## src/common/sar_seq_pkg.sv

```systemverilog
// sar_seq_pkg: constants, register map and carrier types of the sequencer
// assumes: 250 MHz system clock, registers reached over AXI4-Lite
package sar_seq_pkg;
    localparam int CLK_HZ          = 250_000_000;
    localparam int ADC_MAX_HZ      = 18_000_000;
    localparam int ADC_DIV         = (CLK_HZ + ADC_MAX_HZ - 1) / ADC_MAX_HZ;
    localparam int DIV_W           = 8;
    localparam int NUM_CH          = 8;
    localparam int CH_W            = 3;
    localparam int RES_W           = 12;
    localparam int ST_W            = 8;
    localparam int CNT_W           = 9;
    localparam int INT_W           = 16;
    localparam int CONV_MIN_CLKS   = 18;
    localparam int BIT_CLKS        = 12;
    localparam int FINISH_CLKS     = 1;
    localparam int MIN_SAMPLE_CLKS = CONV_MIN_CLKS - BIT_CLKS - FINISH_CLKS;
    ////////////////////////////////////////////////////////////////////////////////
    localparam logic [7:0] CTRL_ADDR   = 8'h00;
    localparam logic [7:0] CHEN_ADDR   = 8'h04;
    localparam logic [7:0] STAT_ADDR   = 8'h08;
    localparam logic [7:0] RANGE_ADDR  = 8'h0c;
    localparam logic [7:0] INTR_ADDR   = 8'h10;
    localparam logic [7:0] MASK_ADDR   = 8'h14;
    localparam logic [7:0] SAMPLE_BASE = 8'h20;
    localparam logic [7:0] RESULT_BASE = 8'h40;
    localparam int CTRL_EN_BIT    = 0;
    localparam int CTRL_FW_BIT    = 1;
    localparam int CTRL_CONT_BIT  = 2;
    localparam int CTRL_START_BIT = 3;
    localparam int CTRL_CH_LSB    = 4;
    localparam int STAT_BUSY_BIT  = 0;
    localparam int STAT_SLEEP_BIT = 1;
    localparam int STAT_CH_LSB    = 4;
    localparam int RANGE_HI_LSB   = 16;
    localparam int INT_DONE_BIT   = 0;
    localparam int INT_RANGE_BIT  = 1;
    localparam int INT_CH_LSB     = 8;
    localparam logic [RES_W-1:0]  RANGE_LO_RST = 12'h000;
    localparam logic [RES_W-1:0]  RANGE_HI_RST = 12'hfff;
    localparam logic [NUM_CH-1:0] CHEN_RST     = 8'hff;
    localparam logic [ST_W-1:0]   SAMPLE_RST   = 8'h00;
    localparam logic [RES_W-1:0]  DAC_MID      = 12'h800;
    localparam logic [1:0]        RESP_OKAY    = 2'h0;
    localparam logic [1:0]        RESP_SLVERR  = 2'h2;
    ////////////////////////////////////////////////////////////////////////////////
    typedef enum logic [1:0] {
        SEQ_IDLE    = 2'h0,
        SEQ_SAMPLE  = 2'h1,
        SEQ_CONVERT = 2'h3,
        SEQ_FINISH  = 2'h2
    } seq_state_type;

    typedef struct packed {
        logic [7:0]  awaddr;
        logic        awvalid;
        logic [31:0] wdata;
        logic [3:0]  wstrb;
        logic        wvalid;
        logic        bready;
        logic [7:0]  araddr;
        logic        arvalid;
        logic        rready;
    } axi_m2s_type;

    typedef struct packed {
        logic        awready;
        logic        wready;
        logic [1:0]  bresp;
        logic        bvalid;
        logic        arready;
        logic [31:0] rdata;
        logic [1:0]  rresp;
        logic        rvalid;
    } axi_s2m_type;

    typedef struct packed {
        logic [CH_W-1:0]  chan_sel;
        logic             sample_on;
        logic [RES_W-1:0] dac_code;
    } ana_out_type;
endpackage

```

## src/verilog/pin_sync.sv

```systemverilog
// pin_sync: three-stage synchroniser for asynchronous level inputs
// assumes: inputs are slow levels; a change is taken once stages two and three agree
`timescale 1ns/10ps
module pin_sync #(
    parameter int W = 2
) (
    input  logic         aclk,
    input  logic         aresetn,
    input  logic [W-1:0] pin_in,
    output logic [W-1:0] level
);
    typedef struct packed {
        logic [W-1:0] s1;
        logic [W-1:0] s2;
        logic [W-1:0] s3;
        logic [W-1:0] lvl;
    } sync_type;

    sync_type s;
    sync_type n;

    always_comb begin
        n     = s;
        n.s1  = pin_in;
        n.s2  = s.s1;
        n.s3  = s.s2;
        // hold the old level while the last two stages disagree
        n.lvl = (s.s2 & s.s3) | (s.lvl & (s.s2 ^ s.s3));
    end

    always_ff @(posedge aclk) begin
        if (!aresetn) begin
            s <= '0;
        end else begin
            s <= n;
        end
    end

    assign level = s.lvl;
endmodule

```

## src/verilog/adc_clk_div.sv

```systemverilog
// adc_clk_div: one-cycle converter clock enable derived from aclk
// assumes: run low stops the enable (no high-speed clock in deep sleep)
`timescale 1ns/10ps
module adc_clk_div
    import sar_seq_pkg::*;
#(
    parameter logic [DIV_W-1:0] DIV = DIV_W'(ADC_DIV)
) (
    input  logic aclk,
    input  logic aresetn,
    input  logic run,
    output logic tick
);
    typedef struct packed {
        logic [DIV_W-1:0] cnt;
        logic             tick;
    } div_type;

    div_type s;
    div_type n;

    always_comb begin
        n      = s;
        n.tick = 1'b0;
        if (!run) begin
            n.cnt = '0;
        end else if (s.cnt == DIV - 1'b1) begin
            n.cnt  = '0;
            n.tick = 1'b1;
        end else begin
            n.cnt = s.cnt + 1'b1;
        end
    end

    always_ff @(posedge aclk) begin
        if (!aresetn) begin
            s <= '0;
        end else begin
            s <= n;
        end
    end

    assign tick = s.tick;
endmodule

```

## src/verilog/sar_seq_core.sv

```systemverilog
// sar_seq_core: channel sequencer, SAR bit trials, window compare, registers
// assumes: comparator and sleep request are asynchronous pins; AXI4-Lite master
//
// The AXI4-Lite slave port and the placing of the registers were left to the implementer.
`timescale 1ns/10ps
module sar_seq_core
    import sar_seq_pkg::*;
#(
    parameter logic [DIV_W-1:0] ADC_CLK_DIV = DIV_W'(ADC_DIV)
) (
    input  logic        aclk,
    input  logic        aresetn,
    input  axi_m2s_type axi_i,
    output axi_s2m_type axi_o,
    input  logic        comp_hi,
    input  logic        deep_sleep,
    output ana_out_type ana_o,
    output logic        irq
);
    typedef struct packed {
        logic                            awready;
        logic                            wready;
        logic                            bvalid;
        logic [1:0]                      bresp;
        logic                            aw_have;
        logic                            w_have;
        logic [7:0]                      awaddr;
        logic [31:0]                     wdata;
        logic [3:0]                      wstrb;
        logic                            arready;
        logic                            rvalid;
        logic [1:0]                      rresp;
        logic [31:0]                     rdata;
        logic                            enable;
        logic                            fw_mode;
        logic                            cont;
        logic [CH_W-1:0]                 fw_ch;
        logic [NUM_CH-1:0]               chan_en;
        logic [RES_W-1:0]                range_lo;
        logic [RES_W-1:0]                range_hi;
        logic [INT_W-1:0]                intr;
        logic [INT_W-1:0]                mask;
        logic [NUM_CH-1:0][ST_W-1:0]     sample_time;
        logic [NUM_CH-1:0][RES_W-1:0]    result;
        seq_state_type                   seq;
        logic [CH_W-1:0]                 ch;
        logic [CNT_W-1:0]                cnt;
        logic [3:0]                      bit_idx;
        logic [RES_W-1:0]                dac;
        logic                            pend;
        logic                            asleep;
        logic                            busy;
        logic                            sample_on;
        logic                            irq;
    } core_type;

    core_type         s;
    core_type         n;
    logic [1:0]       sync_lvl;
    logic             comp_s;
    logic             sleep_s;
    logic             tick;

    ////////////////////////////////////////////////////////////////////////////////
    pin_sync #(
        .W (2)
    ) u_sync (
        .aclk    (aclk),
        .aresetn (aresetn),
        .pin_in  ({deep_sleep, comp_hi}),
        .level   (sync_lvl)
    );

    assign comp_s  = sync_lvl[0];
    assign sleep_s = sync_lvl[1];

    // the converter clock simply stops in deep sleep
    adc_clk_div #(
        .DIV (ADC_CLK_DIV)
    ) u_div (
        .aclk    (aclk),
        .aresetn (aresetn),
        .run     (!sleep_s),
        .tick    (tick)
    );

    ////////////////////////////////////////////////////////////////////////////////
    function automatic core_type reset_state();
        core_type r;
        r          = '0;
        r.range_lo = RANGE_LO_RST;
        r.range_hi = RANGE_HI_RST;
        r.chan_en  = CHEN_RST;
        for (int i = 0; i < NUM_CH; i++) begin
            r.sample_time[i] = SAMPLE_RST;
        end
        return r;
    endfunction

    // returns {hit, data}
    function automatic logic [32:0] reg_read(core_type r, logic [7:0] a);
        logic [31:0] d;
        logic        hit;
        d   = '0;
        hit = 1'b1;
        if (a[7:5] == SAMPLE_BASE[7:5]) begin
            d[ST_W-1:0] = r.sample_time[a[4:2]];
        end else if (a[7:5] == RESULT_BASE[7:5]) begin
            d[RES_W-1:0] = r.result[a[4:2]];
        end else begin
            case ({a[7:2], 2'b00})
                CTRL_ADDR: begin
                    d[CTRL_EN_BIT]            = r.enable;
                    d[CTRL_FW_BIT]            = r.fw_mode;
                    d[CTRL_CONT_BIT]          = r.cont;
                    d[CTRL_CH_LSB +: CH_W]    = r.fw_ch;
                end
                CHEN_ADDR: d[NUM_CH-1:0] = r.chan_en;
                STAT_ADDR: begin
                    d[STAT_BUSY_BIT]          = r.busy;
                    d[STAT_SLEEP_BIT]         = r.asleep;
                    d[STAT_CH_LSB +: CH_W]    = r.ch;
                end
                RANGE_ADDR: begin
                    d[RES_W-1:0]              = r.range_lo;
                    d[RANGE_HI_LSB +: RES_W]  = r.range_hi;
                end
                INTR_ADDR: d[INT_W-1:0] = r.intr;
                MASK_ADDR: d[INT_W-1:0] = r.mask;
                default:   hit = 1'b0;
            endcase
        end
        return {hit, d};
    endfunction

    // {wrapped, channel}: next enabled channel above cur, else lowest enabled
    function automatic logic [CH_W:0] next_channel(logic [NUM_CH-1:0] en,
                                                   logic [CH_W-1:0] cur);
        logic [CH_W:0] r;
        r = '0;
        for (int i = NUM_CH - 1; i >= 0; i--) begin
            if (en[i]) begin
                r[CH_W-1:0] = CH_W'(i);
            end
        end
        r[CH_W] = 1'b1;
        for (int i = NUM_CH - 1; i >= 0; i--) begin
            if (en[i] && (CH_W'(i) > cur)) begin
                r = {1'b0, CH_W'(i)};
            end
        end
        return r;
    endfunction

    function automatic logic [CNT_W-1:0] sample_load(logic [ST_W-1:0] st);
        return CNT_W'(st) + CNT_W'(MIN_SAMPLE_CLKS - 1);
    endfunction

    ////////////////////////////////////////////////////////////////////////////////
    logic [32:0]      rd_old;
    logic [32:0]      rd_ar;
    logic [31:0]      bmask;
    logic [31:0]      merged;
    logic             do_write;
    logic             start_wr;
    logic [INT_W-1:0] int_set;
    logic [INT_W-1:0] int_clr;
    logic [CH_W:0]    nx;
    logic [CH_W-1:0]  nch;
    logic             wrap;

    always_comb begin
        n        = s;
        rd_old   = reg_read(s, s.awaddr);
        rd_ar    = reg_read(s, axi_i.araddr);
        bmask    = '0;
        start_wr = 1'b0;
        int_set  = '0;
        int_clr  = '0;
        nx       = '0;
        nch      = '0;
        wrap     = 1'b0;
        for (int i = 0; i < 4; i++) begin
            bmask[8*i +: 8] = {8{s.wstrb[i]}};
        end
        merged   = (rd_old[31:0] & ~bmask) | (s.wdata & bmask);
        do_write = s.aw_have && s.w_have && !s.bvalid;

        // write channel: address and data may come in either order
        if (axi_i.awvalid && s.awready) begin
            n.aw_have = 1'b1;
            n.awaddr  = axi_i.awaddr;
        end
        if (axi_i.wvalid && s.wready) begin
            n.w_have = 1'b1;
            n.wdata  = axi_i.wdata;
            n.wstrb  = axi_i.wstrb;
        end
        if (s.bvalid && axi_i.bready) begin
            n.bvalid = 1'b0;
        end
        if (do_write) begin
            n.aw_have = 1'b0;
            n.w_have  = 1'b0;
            n.bvalid  = 1'b1;
            n.bresp   = rd_old[32] ? RESP_OKAY : RESP_SLVERR;
            if (s.awaddr[7:5] == SAMPLE_BASE[7:5]) begin
                n.sample_time[s.awaddr[4:2]] = merged[ST_W-1:0];
            end else begin
                case ({s.awaddr[7:2], 2'b00})
                    CTRL_ADDR: begin
                        n.enable  = merged[CTRL_EN_BIT];
                        n.fw_mode = merged[CTRL_FW_BIT];
                        n.cont    = merged[CTRL_CONT_BIT];
                        n.fw_ch   = merged[CTRL_CH_LSB +: CH_W];
                        start_wr  = s.wstrb[0] && s.wdata[CTRL_START_BIT];
                    end
                    CHEN_ADDR:  n.chan_en = merged[NUM_CH-1:0];
                    RANGE_ADDR: begin
                        n.range_lo = merged[RES_W-1:0];
                        n.range_hi = merged[RANGE_HI_LSB +: RES_W];
                    end
                    INTR_ADDR:  int_clr = s.wdata[INT_W-1:0] & bmask[INT_W-1:0];
                    MASK_ADDR:  n.mask = merged[INT_W-1:0];
                    default:    n.mask = s.mask;
                endcase
            end
        end
        n.awready = !n.aw_have;
        n.wready  = !n.w_have;

        // read channel: data captured at the address handshake
        if (s.rvalid && axi_i.rready) begin
            n.rvalid = 1'b0;
        end
        if (axi_i.arvalid && s.arready) begin
            n.rvalid = 1'b1;
            n.rdata  = rd_ar[31:0];
            n.rresp  = rd_ar[32] ? RESP_OKAY : RESP_SLVERR;
        end
        n.arready = !n.rvalid;

        ////////////////////////////////////////////////////////////////////////
        // sequencer; one step per converter clock enable
        n.asleep = sleep_s;
        if (sleep_s) begin
            n.seq  = SEQ_IDLE;
            n.pend = 1'b0;
        end else if (tick) begin
            case (s.seq)
                SEQ_IDLE: begin
                    nx  = next_channel(s.chan_en, {CH_W{1'b1}});
                    nch = s.fw_mode ? s.fw_ch : nx[CH_W-1:0];
                    if (s.enable && s.pend && (s.fw_mode || (|s.chan_en))) begin
                        n.pend = 1'b0;
                        n.seq  = SEQ_SAMPLE;
                        n.ch   = nch;
                        n.cnt  = sample_load(s.sample_time[nch]);
                    end
                end
                SEQ_SAMPLE: begin
                    // acquisition stretches with the channel's own setting
                    if (s.cnt == '0) begin
                        n.seq     = SEQ_CONVERT;
                        n.dac     = DAC_MID;
                        n.bit_idx = 4'(RES_W - 1);
                    end else begin
                        n.cnt = s.cnt - 1'b1;
                    end
                end
                SEQ_CONVERT: begin
                    // comparator high means the input sits above the trial code
                    if (!comp_s) begin
                        n.dac[s.bit_idx] = 1'b0;
                    end
                    if (s.bit_idx == 4'h0) begin
                        n.seq = SEQ_FINISH;
                    end else begin
                        n.dac[s.bit_idx - 1'b1] = 1'b1;
                        n.bit_idx               = s.bit_idx - 1'b1;
                    end
                end
                SEQ_FINISH: begin
                    n.result[s.ch] = s.dac;
                    if ((s.dac < s.range_lo) || (s.dac > s.range_hi)) begin
                        int_set[INT_RANGE_BIT]             = 1'b1;
                        int_set[INT_CH_LSB + int'(s.ch)]   = 1'b1;
                    end
                    nx = next_channel(s.chan_en, s.ch);
                    if (s.fw_mode) begin
                        wrap = 1'b1;
                        nch  = s.fw_ch;
                    end else begin
                        wrap = nx[CH_W];
                        nch  = nx[CH_W-1:0];
                    end
                    int_set[INT_DONE_BIT] = wrap;
                    // next sample starts right away: no gap between channels
                    if (!s.enable || (!s.fw_mode && !(|s.chan_en)) ||
                        (wrap && !s.cont)) begin
                        n.seq = SEQ_IDLE;
                    end else begin
                        n.seq = SEQ_SAMPLE;
                        n.ch  = nch;
                        n.cnt = sample_load(s.sample_time[nch]);
                    end
                end
                default: n.seq = SEQ_IDLE;
            endcase
        end
        // a start written during a conversion waits for the idle state
        if (start_wr && !sleep_s) begin
            n.pend = 1'b1;
        end

        // hardware set wins over a same-cycle software clear
        n.intr      = (s.intr & ~int_clr) | int_set;
        n.irq       = |(n.intr & n.mask);
        n.busy      = (n.seq != SEQ_IDLE);
        n.sample_on = (n.seq == SEQ_SAMPLE);
    end

    always_ff @(posedge aclk) begin
        if (!aresetn) begin
            s <= reset_state();
        end else begin
            s <= n;
        end
    end

    ////////////////////////////////////////////////////////////////////////////////
    assign axi_o.awready   = s.awready;
    assign axi_o.wready    = s.wready;
    assign axi_o.bresp     = s.bresp;
    assign axi_o.bvalid    = s.bvalid;
    assign axi_o.arready   = s.arready;
    assign axi_o.rdata     = s.rdata;
    assign axi_o.rresp     = s.rresp;
    assign axi_o.rvalid    = s.rvalid;
    assign ana_o.chan_sel  = s.ch;
    assign ana_o.sample_on = s.sample_on;
    assign ana_o.dac_code  = s.dac;
    assign irq             = s.irq;
endmodule

```

## config.mk

```make
export PLATFORM = sky130hd
export DESIGN_NAME = sar_seq_core
export DESIGN_NICKNAME = d
export VERILOG_FILES = /design/src/common/sar_seq_pkg.sv /design/src/verilog/pin_sync.sv /design/src/verilog/adc_clk_div.sv /design/src/verilog/sar_seq_core.sv
export SDC_FILE = /design/constraint.sdc
export NUM_CORES = 1
export LEC_CHECK = 0
export BUFFER_PORTS_ARGS = -buffer_cell sky130_fd_sc_hd__buf_4
export CORE_MARGIN = 3
export CORE_UTILIZATION = 30
export DETAILED_ROUTE_END_ITERATION = 12
export SLEW_MARGIN = 10
export SYNTH_ARGS = -nofsm -noshare
export SYNTH_HDL_FRONTEND = slang
export SYNTH_HIERARCHICAL = 1
export SYNTH_SLANG_ARGS = --single-unit
```

## constraint.sdc

```tcl
create_clock -name aclk -period 5.43 [get_ports aclk]
set_input_delay 0.543 -clock aclk [delete_from_list [all_inputs] [get_ports aclk]]
set_output_delay 0.543 -clock aclk [all_outputs]
set_load 0.05 [all_outputs]
```

-- Yosys cells after proc, flatten, opt, wreduce, memory -nomap -nowiden
Index checks and enable logic that the tools add are counted.
Widths: inputs -> output; s select.
- equality and inequality tests: 24
- bitwise logic cells: 19
- reductions and logical operators: 68
- $add $sub $neg: 6
- $lt $le $gt $ge: 23
- mux-type cells: 127
- operators with widths (operator ; number):
    $mux 16 ; 13
    $mux 12 ; 12
    $bmux 8 s3 ; 4
    $bwmux 96 ; 1
    $mux 80 ; 1
    $bmux 12 s3 ; 2
    $bwmux 64 ; 1
    $mux 64 ; 1
    $and 28x28->28 ; 2
    $mux 8 ; 7
    $and 16x16->16 ; 3
    $mux 3 ; 16
    $mux 20 ; 2
    $demux 12 s3 ; 1
    $pmux 3 s6 ; 2
    $mux 35 ; 1
    $mux 4 ; 8
    $pmux 16 s2 ; 1
    $mux 31 ; 1
    $not 28->28 ; 1
    $or 28x28->28 ; 1
    $pmux 9 s3 ; 1
    $logic_and 1x1->1 ; 26
    $mux 1 ; 26
    other kinds (65) ; 133
- bits of input ports: 61
- word-level logic and storage cells: 321
- register bits after elaboration: 361
- output and inout port bits: 58

-- Logic depth before layout (Yosys ltp)
- depth in word-level cells: 28
- depth in mapped cells: 15
- depth with buffers taken out: 12

-- By module
The synthesis kept the hierarchy.
- by module, submodules not included (module ; cells each ; area each (um^2) ; times used ; sequential area each (um^2)):
    sar_seq_core ; 2231 ; 19024.5 ; 1 ; 6806.5
    adc_clk_div ; 41 ; 381.6 ; 1 ; 180.2
    pin_sync ; 22 ; 267.8 ; 1 ; 160.2

-- Least setup slack after synthesis
Ideal clock, no wire load.
- kind: register to register
- from: reg s[252] in the netlist's numbering
- to: reg s[28] in the netlist's numbering
- path slack: 1.959 ns
- library setup time: 0.123 ns
- data required time: 5.307 ns
- path buffers: 2
- clock period less this slack: 3.471 ns
- arrival time: 3.349 ns
- cell stages (with the launch flop): 11
- cell sequence: dfxtp_1 -> buf_2 -> or4_1 -> a311oi_1 -> a22o_1 -> buf_1 -> mux4_2 -> or4b_4 -> or4_1 -> nand3_1 -> a21oi_1
- cells in the longest elaborated chain, start to end: 19
- elaborated cells between the ends (all ways): 43
- classes of those cells: 2 x add/sub; 2 x eq/ne; 29 x mux; 10 x reduce/logical
- RTL lines (element ; line ; source):
    from (decl) ; sar_seq_core.sv:57 ; core_type s;
    from (signal assigned) ; sar_seq_core.sv:325 ; s <= reset_state();
    from (signal assigned) ; sar_seq_core.sv:327 ; s <= n;
    $mux 3 (2 in series) ; sar_seq_core.sv:142 ; if (en[i]) begin
    $mux 4 (8 in series) ; sar_seq_core.sv:148 ; if (en[i] && (CH_W'(i) > cur)) begin
    $mux 3 ; sar_seq_core.sv:290 ; if (s.fw_mode) begin
    $mux 3 ; sar_seq_core.sv:250 ; case (s.seq)
    $mux 3 ; sar_seq_core.sv:249 ; end else if (tick) begin
    $mux 3 ; sar_seq_core.sv:246 ; if (sleep_s) begin
    $bmux 8 s3 ; sar_seq_core.sv:305 ; n.cnt = sample_load(s.sample_time[nch]);
    $mux 8 (implied by the code) ; sar_seq_core.sv:305 ;
    $add 8x3->9 ; sar_seq_core.sv:156 ; return CNT_W'(st) + CNT_W'(MIN_SAMPLE_CLKS - 1);
    $mux 12 ; sar_seq_core.sv:299 ; if (!s.enable || (!s.fw_mode && !(|s.chan_en)) ||
    $pmux 9 s3 ; sar_seq_core.sv:250 ;
Several ways; a longest one is shown, not always the timed one. The select of a mux whose other input is x is not followed.
A chain may end at the register's enable or synchronous reset.

-- Worst setup path in the final report
- from: reg s (netlist bit ana_o[13])
- to: reg s[24] in the netlist's numbering
- cells in the longest elaborated chain, start to end: 19
- elaborated cells between the ends (all ways): 41
- classes of those cells: 1 x add/sub; 8 x order compare; 1 x eq/ne; 20 x mux; 11 x reduce/logical
- RTL lines (element ; line):
    $gt 3x3->1 ; sar_seq_core.sv:148
    $logic_and 1x1->1 ; sar_seq_core.sv:148
    $mux 4 (7 in series) ; sar_seq_core.sv:148
    $mux 4 (*) ; sar_seq_core.sv:148
    $mux 3 ; sar_seq_core.sv:290
    $mux 3 ; sar_seq_core.sv:250
    $mux 3 ; sar_seq_core.sv:249
    $mux 3 ; sar_seq_core.sv:246
    $bmux 8 s3 ; sar_seq_core.sv:305
    $mux 8 (implied by the code) ; sar_seq_core.sv:305
    $add 8x3->9 ; sar_seq_core.sv:156
    $mux 12 ; sar_seq_core.sv:299
    $pmux 9 s3 ; sar_seq_core.sv:250
Mark *: on every way between the ends. The rest lies on a longest branch, timed or not. The select of a mux whose other input is x is not followed.

==> flow_summary_export.csv <==
group,metric,value,unit
critical_path,cp_cell_sequence,"a21boi_1, a21oi_1, o41ai_1, a31oi_4, buf_4, mux2_2, mux4_2, ha_1, a22o_1, a21oi_1, a211oi_1",
clocking,clkSlewWorstSetupHoldPaths,60,ps
critical_path,reg2reg_depth,11,
grt,use_met3,4.096,%
clocking,ctsResizeCount,0,
timing,max_clock_freq,246.4,MHz
timing,fin_crit_sh,74.74,%
final_layout,layout.cells.non_filler,3141,
final_layout,drive_above_1_share,16.86,%
timing,worstMarginPinSlew,1181,ps
critical_path,crit_top_cell,"a21oi_1",
final_layout,layout.nets,2351,
timing,fin_setup_tns,0,ps
grt,use_met1,25.52,%
timing,rsz0062_at_grt,"false",
detailed_routing,drtAntennaViolNets,0,
grt,grt_max_degree,155,
pwr,power.density,267.5,nW/um^2
clocking,hold_buffers,0,
floorplan,io_pins,119,
detailed_routing,vias,17590,
placed_design,placed_cells,3067,
pwr,ir_drop,0.2153,mV
floorplan,die_w,262.1,um
critical_path,worstSetupPathType,"reg2reg",
clocking,cts_made_buffers,40,
pwr,power,5.950,mW
clocking,cts_num_sinks,357,
critical_path,endpoint_kind,"flop",
pwr,switchingPower,1.480,mW
pwr,seq_power_share,45.1,%
critical_path,critPathMaxFanout,19,
final_layout,finalCoreUtilization,34.37,%
placed_design,globalplace.congestion,0.9072,
floorplan,fp.dieH,262.1,um
logic_synthesis,ys.flop_type,"dfxtp_1",
timing,finalMaxSlewViolations,0,
critical_path,worst-path-stages,11,
detailed_routing,drt_pass1_iterations,5,
pwr,internal-power,4.469,mW
detailed_routing,drc,0,
timing,fin_crit,4058,ps
placed_design,io_buffers,104,
critical_path,cp.buffers_inverters,1,
timing,finalClockSkew,38.83,ps
logic_synthesis,ys_seq_area_share,36.33,%
detailed_routing,routedWlPerCell,21.67,um
pwr,combPwrFrac,6.4,%
floorplan,die_area,68690,um^2
flow_run,drv_cap,0,
detailed_routing,wl,68060,um
logic_synthesis,yosys_warnings,6,
critical_path,required,5840,ps
pwr,swShare,24.88,%
grt,overflow,0,
floorplan,rows,93,
placed_design,dp_hpwl,46760,um
detailed_routing,dr.first_iter.drc_count,1707,
clocking,clk_latency,610,ps
hold_path,hold_path_class,"in2reg",
grt,grt_pass1_wl,102600,um
grt,grt_usage,19.34,%
hold_path,holdPathStages,3,
clocking,cts_tree,"done",
pwr,pwr-share-clk,48.5,%
grt,grt_pass1_vias,17030,
outcome,status,"complete, no violations",
critical_path,rrSetupSlack,1370,ps
floorplan,core,64700,um^2
timing,setup_viol,0,
logic_synthesis,synthCells,2294,
critical_path,crit_family,"compound AO/OA/AOI/OAI gates",
clocking,ctsHtreeMaxLevel,2,
floorplan,initial_core_util,30.41,%
logic_synthesis,syn_area,19670,um^2
critical_path,slowest_stage,"dfxtp_1",
critical_path,worstSetupStartpointType,"flop",
final_layout,syn_to_final_growth,13.04,%
critical_path,slowest_delay,770,ps
logic_synthesis,synth-async-reset-ratio,0,%
logic_synthesis,syn_area_per_cell,8.576,um^2
clocking,cts_root_buf,"clkbuf_16",
logic_synthesis,synth_cell_types,85,
pwr,leakage,7.782,nW
timing,relSlewSlack,21.27,%
grt,antenna_found_initial,5,
detailed_routing,via_per_inst,5.600,
grt,grt-busiest-layer,"met2",
logic_synthesis,synth_edf_count,0,
clocking,clk_path_buf_depth,3,
clocking,cts_setup_buffers,0,
grt,grt_util_met2,29.91,%
logic_synthesis,ys_ff_latch,357,
critical_path,arrival,4470,ps
timing,hold_viol,0,
==> through the flow <==
stage	hold slack (ps)	worst slack (ps)	instance area [um^2]
floorplan	426.3	1959	19690
global placement	442.3	1460	20830
detailed placement	435.2	1456	20830
CTS	174.4	1432	22230
global route	182.5	1164	22230
finish	195.6	1372	22240
==> sequential cells by signal (all words and copies together), names as in the netlist <==
signal,flops
u_sync/n,4
u_div/s,8
axi_o,35
ana_o,16
bmask,4
irq,1
u_sync/level,2
u_div/tick,1
s,284
u_sync/s,2
==> worst paths after layout <==
kind                                             start                endpoint
worst max-delay path            ana_o[13]$_SDFFE_PN0P_      s[24]$_SDFFE_PN0P_
worst min-delay path                         axi_i[31]     s[320]$_SDFFE_PN0P_
worst max register to register  ana_o[13]$_SDFFE_PN0P_      s[24]$_SDFFE_PN0P_
worst min register to register  u_sync/n[5]$_SDFF_PN0_  u_sync/n[3]$_SDFF_PN0_
==> logic make-up after synthesis <==
family	Yosys count	share of synthesized area [%]
fa+ha+maj	36	2.289
flops	357	36.33
compound gates	550	17.61
buf+inv	292	6.913
other cells	1	0.01906
xor+xnor	16	0.7123
mux	252	18.51
simple gates	790	17.62
==> placed cells by master, fill, tap and decap left out, types with 16 or more instances in the layout <==
cell type and count:
o22ai_1 25, a21oi_1 218, nor2b_1 20, mux2_2 45, a22oi_1 33, ha_1 36, o211ai_1 17, nor3_1 21
nor2_1 212, and2_1 20, a221oi_1 16, nand2b_1 20, buf_4 155, a211oi_1 77, mux2i_1 122, mux4_2 85
dfxtp_1 355, inv_1 48, clkbuf_16 40, nand2_1 366, nand3_1 48, o21ai_0 81
==> worst reg2reg max path, cell delays in order (launching register included) <==
cell and delay (ps):
dfxtp_1 770, a21boi_1 240, a21oi_1 180, o41ai_1 110, a31oi_4 530, buf_4 380, mux2_2 380, mux4_2 490
ha_1 340, a22o_1 220, a21oi_1 150, a211oi_1 90
==> metal layers <==
layer	routed length, um	share of wire, %
met2	29970	44
met4	3471	5.1
met3	5978	8.8
met1	28600	42
met5	36	0.053
==> cell type report <==
| cell class | instances | area (um^2) |
|---|---|---|
| multi-input combinational | 1650 | 11240 |
| sequential | 357 | 7149 |
| clock inverter | 13 | 229.0 |
| tap | 855 | 1070 |
| timing repair buffer | 156 | 1184 |
| clock buffer | 59 | 1172 |
| inverter | 49 | 191.4 |
| fill | 6611 | 42460 |
| antenna | 2 | 5.005 |
==> power by group through the flow <==
stage | Combinational, mW | Clock [mW] | Sequential (mW)
after floorplan | 0.262 | 0 | 2.72
after global placement | 0.370 | 0 | 2.74
after detailed placement | 0.373 | 0 | 2.74
after CTS | 0.374 | 2.93 | 2.68
after global routing | 0.403 | 3.02 | 2.69
final | 0.378 | 2.89 | 2.68
==> synthesized netlist by cell type, types with 36 or more instances <==
| cell | instances | area, um^2 |
|---|---|---|
| ha_1 | 36 | 450.4 |
| clkbuf_1 | 145 | 544.3 |
| a211oi_1 | 77 | 578.1 |
| mux4_2 | 85 | 1914 |
| o21ai_0 | 81 | 405.4 |
| nor2_1 | 217 | 814.5 |
| a21oi_1 | 218 | 1091 |
| mux2i_1 | 122 | 1221 |
| inv_1 | 48 | 180.2 |
| nand3_1 | 48 | 240.2 |
| mux2_2 | 45 | 506.7 |
| buf_4 | 61 | 457.9 |
| nand2_1 | 366 | 1374 |
| dfxtp_1 | 357 | 7147 |
(Power assumes the default switching activity.)
